--- src/logic/dsi_pkg.sv ---
/*
  Shared constants for the drive status interlock: selector codes,
  current scale, deceleration allowance and the controller register map.
  Assumes a single 100 MHz clock domain on both ends.
*/
package dsi_pkg;
  localparam int unsigned CLK_MHZ = 100;
  // Status signal selector codes, positive logic; negative logic adds the offset
  localparam logic [7:0] SEL_RUNNING = 8'h00;
  localparam logic [7:0] SEL_READY = 8'h0b;
  localparam logic [7:0] SEL_CURRENT = 8'h0c;
  localparam logic [7:0] SEL_FAULT = 8'h63;
  localparam logic [7:0] SEL_NEG_OFFSET = 8'h64;
  // Selector defaults after reset: running, ready, fault
  localparam logic [7:0] SEL_A_RESET = SEL_RUNNING;
  localparam logic [7:0] SEL_B_RESET = SEL_READY;
  localparam logic [7:0] SEL_C_RESET = SEL_FAULT;
  localparam int unsigned N_TERM = 3;
  // Current in percent of rated current
  localparam logic [7:0] CUR_DETECT_RESET = 8'h96;
  localparam logic [7:0] CUR_NOLOAD_SUGGEST = 8'h14;
  // Power-up settle before the drive reports ready
  localparam int unsigned READY_DELAY_US = 10;
  localparam int unsigned READY_DELAY_CYC = READY_DELAY_US * CLK_MHZ;
  // Controller register byte offsets
  localparam logic [7:0] REG_CTRL = 8'h00;
  localparam logic [7:0] REG_STATUS = 8'h04;
  localparam logic [7:0] REG_IRQ_STAT = 8'h08;
  localparam logic [7:0] REG_IRQ_MASK = 8'h0c;
  localparam logic [7:0] REG_DECEL = 8'h10;
  localparam logic [7:0] REG_SPEED_TOL = 8'h14;
  localparam logic [7:0] REG_READY_TO = 8'h18;
  // Control register bits
  localparam int unsigned CTRL_FWD = 0;
  localparam int unsigned CTRL_REV = 1;
  localparam int unsigned CTRL_SPEED_LO = 8;
  localparam int unsigned CTRL_SPEED_W = 16;
  // Interrupt/status bits
  localparam int unsigned EV_FAULT = 0;
  localparam int unsigned EV_NOT_READY = 1;
  localparam int unsigned EV_RUN_MISMATCH = 2;
  localparam int unsigned EV_CUR_MISMATCH = 3;
  localparam int unsigned EV_BACKUP = 4;
  localparam int unsigned EV_SPEED_DEV = 5;
  localparam int unsigned N_EV = 6;
  localparam logic [31:0] DECEL_RESET = 32'h000f_4240;
  localparam logic [15:0] SPEED_TOL_RESET = 16'h0010;
  localparam logic [31:0] READY_TO_RESET = 32'h0000_2710;
endpackage : dsi_pkg

--- src/logic/dsi_if.sv ---
/*
  Interface joining the drive status end and the sequence controller end.
  Assumes both ends share clock and reset; terminals carry levels.
*/
`timescale 1ns/1ps
interface dsi_if;
  logic forward_start_in;
  logic reverse_start_in;
  logic [15:0] speed_cmd;
  logic [2:0] term_out;
  logic fault_relay_contact;
  modport drive (
    input forward_start_in,
    input reverse_start_in,
    input speed_cmd,
    output term_out,
    output fault_relay_contact
  );
  modport ctrl (
    output forward_start_in,
    output reverse_start_in,
    output speed_cmd,
    input term_out,
    input fault_relay_contact
  );
endinterface : dsi_if

--- src/logic/dsi_ctrl.sv ---
/*
  Sequence controller end: issues start commands and a speed command from
  APB registers and checks the drive status terminals and external detectors.
  Assumes terminal a carries running, b ready, c current detect in positive
  logic, and that detector inputs come from outside the clock domain.
*/
// The address map and the APB slave port were left to the implementer.
`timescale 1ns/1ps
module dsi_ctrl (
  input wire logic clock,
  input wire logic arst_n,
  dsi_if.ctrl link,
  input wire logic psel,
  input wire logic penable,
  input wire logic pwrite,
  input wire logic [7:0] paddr,
  input wire logic [31:0] pwdata,
  output logic [31:0] prdata,
  output logic pready,
  output logic pslverr,
  input wire logic [15:0] det_speed,
  input wire logic [2:0] det_phase_current,
  output logic irq
);
  import dsi_pkg::*;
  logic [31:0] ctrl_ff, nxt_ctrl;
  logic [N_EV-1:0] ist_ff, nxt_ist;
  logic [N_EV-1:0] imask_ff, nxt_imask;
  logic [31:0] decel_ff, nxt_decel;
  logic [15:0] tol_ff, nxt_tol;
  logic [31:0] rdyto_ff, nxt_rdyto;
  logic [31:0] allow_ff, nxt_allow;
  logic [31:0] rdycnt_ff, nxt_rdycnt;
  logic [31:0] prdata_ff, nxt_prdata;
  logic start_d_ff, nxt_start_d;
  // Detector inputs come from outside the clock domain
  logic [15:0] spd_s1_ff, spd_s2_ff;
  logic [2:0] cur_s1_ff, cur_s2_ff;
  // Terminal and relay levels, with two pad bits that stay low
  logic [5:0] term_s1_ff, term_s2_ff;
  logic [N_EV-1:0] ev;
  logic start, wr, rd, checking;
  logic run_t, rdy_t, cur_t, flt_t;
  logic [15:0] diff;

  // Decode of mapped offsets, used by the error path only
  function automatic logic known_addr(input logic [7:0] a);
    known_addr = (a == REG_CTRL) || (a == REG_STATUS) || (a == REG_IRQ_STAT)
      || (a == REG_IRQ_MASK) || (a == REG_DECEL) || (a == REG_SPEED_TOL)
      || (a == REG_READY_TO);
  endfunction : known_addr

  // Zero-wait slave: pready stays high, every access takes two cycles
  assign wr = psel && penable && pwrite;
  assign rd = psel && !penable && !pwrite;
  assign pready = 1'b1;
  assign pslverr = psel && penable && !known_addr(paddr);
  assign prdata = prdata_ff;
  // Only a command the link carries counts; both directions set is none
  assign start = link.forward_start_in | link.reverse_start_in;
  // Terminal map: a running, b ready, c current detect, positive logic
  assign run_t = term_s2_ff[0];
  assign rdy_t = term_s2_ff[1];
  assign cur_t = term_s2_ff[2];
  assign flt_t = !term_s2_ff[3];
  assign link.forward_start_in = ctrl_ff[CTRL_FWD] && !ctrl_ff[CTRL_REV];
  assign link.reverse_start_in = ctrl_ff[CTRL_REV] && !ctrl_ff[CTRL_FWD];
  assign link.speed_cmd = ctrl_ff[CTRL_SPEED_LO +: CTRL_SPEED_W];
  // The allowance loads one cycle after a command change, so the change
  // cycle itself is held off too, or a stale terminal would raise an event
  assign checking = (allow_ff == 32'h0) && (start == start_d_ff);
  // Absolute speed error against the commanded value
  assign diff = (spd_s2_ff > link.speed_cmd) ? spd_s2_ff - link.speed_cmd
    : link.speed_cmd - spd_s2_ff;

  always_comb begin
    // Events are raw levels; the sticky status holds them for software
    ev = '0;
    // A trip is seen through the relay contact, which opens on fault
    ev[EV_FAULT] = flt_t;
    // Not ready once the power-up timeout has run out
    ev[EV_NOT_READY] = (rdycnt_ff >= rdyto_ff) && !rdy_t;
    ev[EV_RUN_MISMATCH] = checking && (start != run_t);
    ev[EV_CUR_MISMATCH] = checking && (start != cur_t);
    // Any silent phase while commanded, or any phase live after allowance
    ev[EV_BACKUP] = checking && (start ? (cur_s2_ff != 3'h7)
      : (cur_s2_ff != 3'h0));
    ev[EV_SPEED_DEV] = checking && start && (diff > tol_ff);
  end

  always_comb begin
    nxt_ctrl = ctrl_ff;
    nxt_imask = imask_ff;
    nxt_decel = decel_ff;
    nxt_tol = tol_ff;
    nxt_rdyto = rdyto_ff;
    nxt_ist = ist_ff;
    // Writes land only at the access edge
    if (wr) begin
      unique case (paddr)
        REG_CTRL: nxt_ctrl = pwdata;
        REG_IRQ_STAT: nxt_ist = ist_ff & ~pwdata[N_EV-1:0];
        REG_IRQ_MASK: nxt_imask = pwdata[N_EV-1:0];
        REG_DECEL: nxt_decel = pwdata;
        REG_SPEED_TOL: nxt_tol = pwdata[15:0];
        REG_READY_TO: nxt_rdyto = pwdata;
        default: ;
      endcase
    end

    // Set wins over a clear in the same cycle
    nxt_ist = nxt_ist | ev;
    // Command may only start with a nonzero frequency set
    if (nxt_ctrl[CTRL_SPEED_LO +: CTRL_SPEED_W] == 16'h0) begin
      nxt_ctrl[CTRL_REV:CTRL_FWD] = 2'b00;
    end

    // A command change reloads the deceleration allowance
    nxt_start_d = start;
    nxt_allow = allow_ff;
    if (start != start_d_ff) begin
      nxt_allow = decel_ff;
    end else if (allow_ff != 32'h0) begin
      nxt_allow = allow_ff - 32'h1;
    end

    // Saturating count; a timeout lowered below it takes effect at once
    nxt_rdycnt = rdycnt_ff;
    if (rdycnt_ff < rdyto_ff) begin
      nxt_rdycnt = rdycnt_ff + 32'h1;
    end

    // Read data is captured in setup so it stands through the access
    nxt_prdata = prdata_ff;
    if (rd) begin
      unique case (paddr)
        REG_CTRL: nxt_prdata = ctrl_ff;
        REG_STATUS: nxt_prdata = {27'h0, checking, flt_t, cur_t, rdy_t, run_t};
        REG_IRQ_STAT: nxt_prdata = {26'h0, ist_ff};
        REG_IRQ_MASK: nxt_prdata = {26'h0, imask_ff};
        REG_DECEL: nxt_prdata = decel_ff;
        REG_SPEED_TOL: nxt_prdata = {16'h0, tol_ff};
        REG_READY_TO: nxt_prdata = rdyto_ff;
        default: nxt_prdata = 32'h0;
      endcase
    end
  end

  always_ff @(posedge clock or negedge arst_n) begin
    if (!arst_n) begin
      ctrl_ff <= 32'h0;
      ist_ff <= '0;
      imask_ff <= '0;
      decel_ff <= DECEL_RESET;
      tol_ff <= SPEED_TOL_RESET;
      rdyto_ff <= READY_TO_RESET;
      allow_ff <= 32'h0;
      rdycnt_ff <= 32'h0;
      prdata_ff <= 32'h0;
      start_d_ff <= 1'b0;
      spd_s1_ff <= 16'h0;
      spd_s2_ff <= 16'h0;
      cur_s1_ff <= 3'h0;
      cur_s2_ff <= 3'h0;
      term_s1_ff <= 6'h08;
      term_s2_ff <= 6'h08;
    end else begin
      ctrl_ff <= nxt_ctrl;
      ist_ff <= nxt_ist;
      imask_ff <= nxt_imask;
      decel_ff <= nxt_decel;
      tol_ff <= nxt_tol;
      rdyto_ff <= nxt_rdyto;
      allow_ff <= nxt_allow;
      rdycnt_ff <= nxt_rdycnt;
      prdata_ff <= nxt_prdata;
      start_d_ff <= nxt_start_d;
      // Two-flop synchronisers; only the second stage is read
      spd_s1_ff <= det_speed;
      spd_s2_ff <= spd_s1_ff;
      cur_s1_ff <= det_phase_current;
      cur_s2_ff <= cur_s1_ff;
      term_s1_ff <= {2'b00, link.fault_relay_contact, link.term_out};
      term_s2_ff <= term_s1_ff;
    end
  end

  // A set mask bit enables that event onto the level interrupt
  assign irq = |(ist_ff & imask_ff);
endmodule : dsi_ctrl

--- src/flat_wrapper.sv ---
// flat-port wrapper written by rule: the top's interface ports become plain ports
module dsi_ctrl_flat import dsi_pkg::*;
  (clock, arst_n, psel, penable, pwrite, paddr, pwdata, prdata, pready, pslverr, det_speed, det_phase_current, irq, link_forward_start_in, link_reverse_start_in, link_speed_cmd, link_term_out, link_fault_relay_contact);
  dsi_if link_i ();
  input wire logic clock;
  input wire logic arst_n;
  input wire logic psel;
  input wire logic penable;
  input wire logic pwrite;
  input wire logic [7:0] paddr;
  input wire logic [31:0] pwdata;
  output logic [31:0] prdata;
  output logic pready;
  output logic pslverr;
  input wire logic [15:0] det_speed;
  input wire logic [2:0] det_phase_current;
  output logic irq;
  output wire logic [$bits(link_i.forward_start_in)-1:0] link_forward_start_in;
  output wire logic [$bits(link_i.reverse_start_in)-1:0] link_reverse_start_in;
  output wire logic [$bits(link_i.speed_cmd)-1:0] link_speed_cmd;
  input wire logic [$bits(link_i.term_out)-1:0] link_term_out;
  input wire logic [$bits(link_i.fault_relay_contact)-1:0] link_fault_relay_contact;
  assign link_forward_start_in = link_i.forward_start_in;
  assign link_reverse_start_in = link_i.reverse_start_in;
  assign link_speed_cmd = link_i.speed_cmd;
  assign link_i.term_out = link_term_out;
  assign link_i.fault_relay_contact = link_fault_relay_contact;
  dsi_ctrl u_core (.clock(clock), .arst_n(arst_n), .link(link_i), .psel(psel), .penable(penable), .pwrite(pwrite), .paddr(paddr), .pwdata(pwdata), .prdata(prdata), .pready(pready), .pslverr(pslverr), .det_speed(det_speed), .det_phase_current(det_phase_current), .irq(irq));
endmodule
--- config.mk ---
export PLATFORM = sky130hd
export DESIGN_NAME = dsi_ctrl_flat
export DESIGN_NICKNAME = d
export VERILOG_FILES = /design/src/logic/dsi_pkg.sv /design/src/logic/dsi_if.sv /design/src/logic/dsi_ctrl.sv /design/src/flat_wrapper.sv
export SDC_FILE = /design/constraint.sdc
export NUM_CORES = 1
export LEC_CHECK = 0
export BUFFER_PORTS_ARGS = -buffer_cell sky130_fd_sc_hd__buf_4
export CELL_PAD_IN_SITES_DETAIL_PLACEMENT = 1
export CELL_PAD_IN_SITES_GLOBAL_PLACEMENT = 2
export CORE_MARGIN = 2
export CORE_UTILIZATION = 40
export DETAILED_ROUTE_END_ITERATION = 10
export GPL_TIMING_DRIVEN = 1
export PLACE_DENSITY = 0.86
export RECOVER_POWER = 50
export REMOVE_ABC_BUFFERS = 1
export SYNTH_ARGS = -nofsm -noshare
export SYNTH_HDL_FRONTEND = slang
export SYNTH_SLANG_ARGS = --single-unit
--- constraint.sdc ---
create_clock -name clock -period 7.2 [get_ports clock]
set_input_delay 0.36 -clock clock [delete_from_list [all_inputs] [get_ports clock]]
set_output_delay 0.36 -clock clock [all_outputs]
set_load 0.02 [all_outputs]
After elaboration in Yosys (flattened, before gate mapping). Cells that the tools add are included.

Memory bits (writable): 0. Bits in read-only memories: 0. Memories: 0. Register bits after elaboration: 267. Output and inout bits: 53. Latch bits: 0. Bits of input ports: 68.

Reduce and logical (&&, ||, !) cells: 42. Eq/ne operators: 11. Bitwise operators: 5. Mux-type cells: 10. Multipliers: 0. Divide/modulo/power cells: 0. Magnitude comparators: 4. Shifts and indexed selects: 0. $add $sub $neg: 4.

Operators by type and width (count): 32-bit case mux with 7 select lines (1); 32-bit two-way mux (2); 24-bit two-way mux (2); 32-bit by 1-bit adder with 32-bit output, second input constant (1); 32-bit >= comparator (1); 16-bit > comparator (2); 32-bit logical NOT (1); 32-bit less-than comparator (1); 32-bit nonzero test (1); 16-bit subtractor (2); 32-bit by 1-bit subtractor with 32-bit output, second input constant (1); 8-bit by 5-bit == test with 1-bit output, second input constant (3); 8-bit by 4-bit == test with 1-bit output, second input constant (2); 16-bit logical NOT (1); 16-bit two-way mux (1); 1-bit logical AND (14); 6-bit AND (2); 6-bit two-way mux (2); 2-bit AND reduction (6); 8-bit by 3-bit == test with 1-bit output, second input constant (1); 8-bit logical NOT (1); 1-bit logical NOT (7); 1-bit logical OR (6); 6-bit NOT (1); 10 further kinds (14).

Logic depth before layout (Yosys ltp).
Depth after elaboration: 9. Depth in mapped cells: 20.

Worst setup path before layout. Ideal clock, no wire load.

Kind: register to register. Start: register u_core.ctrl_ff[12]. End: register u_core.ist_ff[5]. Cell stages (with the launch flop): 20. Period minus slack after synthesis: 3.855 ns. Arrival: 3.723 ns. Setup time: 0.132 ns. Slack: 3.345 ns. Buffers on the path: 2. Path through: dfrtp_1 inv_1 ha_1 clkbuf_1 nand4_1 a21oi_1 o31ai_1 a21oi_1 clkbuf_1 o211ai_1 o21ai_0 xnor2_1 ha_1 a21o_1 a21o_1 a21o_1 a21oi_1 nor2_1 a2111oi_0 o41ai_1.

Word-level cells in the longest chain between the ends: 5. Elaborated cells between the ends (all ways): 7. Classes of those cells: add/sub (2); order compare (2); mux (1); bitwise (1); reduce/logical (1).

Ends and longest elaborated chain: from (decl) (RTL line dsi_ctrl.sv:26) `logic [31:0] ctrl_ff, nxt_ctrl;`; from (signal assigned) (RTL line dsi_ctrl.sv:168) `ctrl_ff <= nxt_ctrl;`; 16-bit subtractor, or another cell as far along (RTL line dsi_ctrl.sv:74) `: link.speed_cmd - spd_s2_ff;`; 16-bit two-way mux (*) (RTL line dsi_ctrl.sv:73) `assign diff = (spd_s2_ff > link.speed_cmd) ? spd_s2_ff - link.speed_cmd`; 16-bit > comparator (*) (RTL line dsi_ctrl.sv:88) `ev[EV_SPEED_DEV] = checking && start && (diff > tol_ff);`; 1-bit logical AND (*) (RTL line dsi_ctrl.sv:88); 6-bit bitwise OR (*) (RTL line dsi_ctrl.sv:112) `nxt_ist = nxt_ist | ev;`; via u_core.nxt_ist[5] (RTL line dsi_ctrl.sv:27) `logic [N_EV-1:0] ist_ff, nxt_ist;`; to (signal assigned) (RTL line dsi_ctrl.sv:169) `ist_ff <= nxt_ist;`; to (decl) (RTL line dsi_ctrl.sv:27).

Mark *: on every way through the listed nets, which the timed path passes. The rest lies on a longest branch. A chain may end at the register's enable or synchronous reset.

Worst setup path in the final report.
Start: input paddr[4]. End: register u_core.ctrl_ff[0].

Word-level cells in the longest chain between the ends: 6. Elaborated cells between the ends (all ways): 8. Classes of those cells: mux (3); reduce/logical (5).

Ends and longest elaborated chain: from (decl) (RTL line flat_wrapper.sv:10) `input wire logic [7:0] paddr;`; 8-bit logical NOT (*) (RTL line dsi_ctrl.sv:100) `unique case (paddr)`; 24-bit two-way mux (*) (RTL line dsi_ctrl.sv:100); 24-bit two-way mux (*) (RTL line dsi_ctrl.sv:99) `if (wr) begin`; via u_core.nxt_ctrl[21] (RTL line dsi_ctrl.sv:26); 16-bit logical NOT (*) (RTL line dsi_ctrl.sv:114) `if (nxt_ctrl[CTRL_SPEED_LO +: CTRL_SPEED_W] == 16'h0) begin`; 2-bit nonzero test (no line); 2-bit AND reduction (no line).

Mark *: on every way through the listed nets, which the timed path passes. The rest lies on a longest branch. The select of a mux whose other input is x is not followed.

==> results list <==
- Run status: finished with violations
- The checks that failed: capacitance limit, slew limit.
- H-tree depth reported by CTS: 1
- Power density relative to cell area: 258.5 nW/um^2
- The die covers 36,640 sq um.
- The longest clock path from root to sink contains 3 buffers.
* Routed length per instance: 21.88 um
- Start-to-end type of the worst setup path: in -> reg
- Most frequent cell after synthesis: sky130_fd_sc_hd__dfrtp_1
* Cell area after placement: 15,240 sq um
- Along the worst hold path, the cell count comes to 2.
- In the synthesized netlist the async set-or-reset flop fraction comes to 100.0%.
* Storage cell area: 6700 sq um
- Vias in the first global route: 11,890
- Mean cell area of the mapped netlist: 10.13 sq um
* Count of flip-flops with a built-in enable after synthesis: 0
- The final route contains 11,060 vias.
- Leading area contributor after synthesis: sky130_fd_sc_hd__dfrtp_1
* Hold crit path type: in -> reg
* Area grow syn2layout: 16.25%
- DR vias/cell: 5.627
- After layout, the worst path uses 76.74% of the clock period.
- Global routing consumed, on the met2 layer, 40.39% of the routing resources.
- Measured on the finished design, the core utilization comes to 47.28%.
* Final Hold Fails: 0
* Area of combinational cells with multiple inputs: 6590 sq um
- Most used routing layer in global routing: met2
* Post-CTS setup buffer count: 0
- Area fraction of the dominant cell type after synthesis: 44.89%
- Horizontal extent of the die: 191.4 um
- TritonCTS built the clock tree.
* Number of optimization iterations in the first detailed-route pass: 5
- 121 I/O pins were placed.
* MaxCap Viol Count: 4
* Synthesized instance count: 1,387
- Global-route wire length before repair: 68.43 mm
* Crit Path Max Fanout: 34
- For the worst setup path, the data required time is 7630 ps.
* CTS root buf: sky130_fd_sc_hd__clkbuf_16
- Mapped Area: 14,050 sq um
* Data arrival time of the critical path: 5960 ps
- F_max: 181.0 MHz
- Chip Height: 191.4 um
- Pleak: 7.413 nW
* Setup repair after global routing missed its margin: no
- Row generation in the floorplan step produced 68 rows.
- At the end of the flow, the number of nets in the layout was 1,641.
- In this run the tightest slew margin relative to its limit is -187.5%.
- The count of cells in the finished layout, fillers not included, comes to 1,966.
- For the pin with the worst max-slew slack, the measured transition is 4312 ps.
- Yosys printed 0 warnings.
* Endpoint type of the worst setup path: flip-flop
- Clock transition at the registers of the reported paths: 60 ps
- HPWL after detailed placement: 30.00 mm
- GRT met3 Usage: 3.341%
- Setup violations remaining at the end of the flow were counted as 0.
- GR met1 Demand/Resource: 32.09%
* Routability congestion estimate from global placement: 0.8823
- Clock net sink count: 267
- The initial antenna violation count was 0.
- The tightest hold path in the finished design has a slack of 54.52 ps.
- Clock tree synthesis inserted a total of 31 buffers.
- Total congestion overflow after global routing: 0
* Count of nets left with antenna violations after detail routing: 0
- The final number of max-transition violations came to 273.
- Final worst path period need: 5525 ps
- Clock latency at the later pin of the worst-skew pair: 570 ps
- Maximum number of pins on one net before global-route repair: 172
- Unique masters post-synth: 64
- The initial utilization of the core area, before any placement, comes to 40.67%.
* Share of synthesized area occupied by flip-flops and latches: 47.69%
- Total DRC errors in the routed layout: 0
- Area inside the core boundary: 34,540 sq um
* R2R cell count: 16
- Post-Place Cells: 1,886
- # diodes: 0
- After synthesis, the cell types taking the most area are sky130_fd_sc_hd__dfrtp_1, sky130_fd_sc_hd__mux2_2, sky130_fd_sc_hd__ha_1.
- Startpoint type of the worst setup path: input pin
* Non-Filler Cell Area, Final: 16,330 sq um
- Total of buffers placed on input and output ports: 119
- Final-layout fill cell count: 3,903
- Across the VDD grid, the largest voltage drop is 0.1954 mV.
* Count of state elements after synthesis: 267
* Clock tree skew after final layout: 16.53 ps
- Of the cells placed in the final design, the portion with a size suffix greater than 1 is 16.41%.
- Total negative slack for setup checks: 0 ps
- Summed over all layers, the routed wires come to 43.03 mm.
- By count the netlist is led by sky130_fd_sc_hd__dfrtp_1, sky130_fd_sc_hd__nand2_1, sky130_fd_sc_hd__inv_1.
- Primary FF master, synth: sky130_fd_sc_hd__dfrtp_1
- For this block, the initial DRC count from the detailed router was 562.
- In the global route stage, overall resource usage came out at 24.02%.
## critical path, stage by stage
cell and delay (ps):
sky130_fd_sc_hd__clkbuf_1 270, sky130_fd_sc_hd__nor4_1 530, sky130_fd_sc_hd__and2_0 190, sky130_fd_sc_hd__clkbuf_1 1820, sky130_fd_sc_hd__nand2_2 610, sky130_fd_sc_hd__buf_4 470
sky130_fd_sc_hd__mux2_2 370, sky130_fd_sc_hd__nor4_1 740, sky130_fd_sc_hd__nand4_1 340, sky130_fd_sc_hd__a21boi_0 210
## stage by stage
stage	total power, W	setup slack [ps]
after floorplan	0.002282	2170
after CTS	0.004285	2534
after global routing	0.004425	1295
after detailed placement	0.002596	2541
after global placement	0.002556	2689
final	0.004221	1675
## kinds of logic after synthesis
logic type / synth area share [%]
xor+xnor: 3.554
simple gates: 13.60
fa+ha+maj: 7.677
buf+inv: 5.513
compound gates: 13.70
flops: 47.69
other cells: 0.02669
mux: 8.238
## report_power, final
group          total (W)  switching (W)  internal, W
clock            0.00166       0.000653      0.00101
sequential       0.00182       0.000169      0.00166
combinational   0.000736       0.000436     0.000300
## layout by cell type (no fill, tap or decap), types with 20 or more instances in the layout
master,netlist,final
sky130_fd_sc_hd__nor2_1,78,78
sky130_fd_sc_hd__inv_1,102,102
sky130_fd_sc_hd__clkbuf_16,0,31
sky130_fd_sc_hd__xor2_1,33,33
sky130_fd_sc_hd__or3_1,20,20
sky130_fd_sc_hd__a21o_1,26,26
sky130_fd_sc_hd__mux2_2,93,93
sky130_fd_sc_hd__nand4_1,25,25
sky130_fd_sc_hd__a22oi_1,38,38
sky130_fd_sc_hd__nand2_1,115,115
sky130_fd_sc_hd__clkbuf_1,60,59
sky130_fd_sc_hd__nand3_1,23,23
sky130_fd_sc_hd__nor3_1,41,41
sky130_fd_sc_hd__nor4_1,30,30
sky130_fd_sc_hd__buf_4,17,50
sky130_fd_sc_hd__a21oi_1,68,67
sky130_fd_sc_hd__dlygate4sd3_1,0,24
sky130_fd_sc_hd__xnor2_1,24,24
sky130_fd_sc_hd__ha_1,83,83
sky130_fd_sc_hd__a31oi_1,30,30
sky130_fd_sc_hd__dfrtp_1,252,252
sky130_fd_sc_hd__o21ai_0,70,70
sky130_fd_sc_hd__clkbuf_4,0,23
## state kept, by name, indices dropped and copies added, names as in the netlist, 6 cells and up
name              count
u_core.imask_ff       6
u_core.ctrl_ff       32
u_core.rdycnt_ff     32
u_core.spd_s1_ff     16
u_core.ist_ff         6
u_core.decel_ff      32
u_core.tol_ff        16
u_core.spd_s2_ff     16
u_core.prdata        32
u_core.rdyto_ff      32
u_core.allow_ff      32
## path summary, 6_finish.rpt
kind	slack (ps)	start	endpoint
max	1670	paddr[4]	u_core.ctrl_ff[0]
min	50	pwdata[30]	u_core.ctrl_ff[30]
max reg2reg	2520	u_core.ctrl_ff[21]	u_core.ist_ff[5]
min reg2reg	350	u_core.cur_s1_ff[2]	u_core.cur_s2_ff[2]
max in group asynchronous	2150	arst_n	u_core.spd_s1_ff[1]
min in group asynchronous	390	arst_n	u_core.prdata[27]
## area by class of cell
type | count | area share (%)
sequential | 267 | 41.03
multi-input combinational | 932 | 40.35
timing repair buffer | 154 | 6.214
clock buffer | 43 | 5.516
tap | 455 | 3.486
inverter | 102 | 2.344
clock inverter | 13 | 1.057
## routing by layer
| metal | share of wire (%) | routed length, um |
|---|---|---|
| met1 | 45 | 19230 |
| met2 | 48 | 20640 |
| met3 | 4.1 | 1768 |
| met4 | 3.2 | 1384 |
| met5 | 0 | 0 |
## what timing repair did
action,CTS,global route
hold buffers,24,0
gates resized for setup,0,0
hold endpoints to repair,115,0
Power figures use the tool's default switching activity.
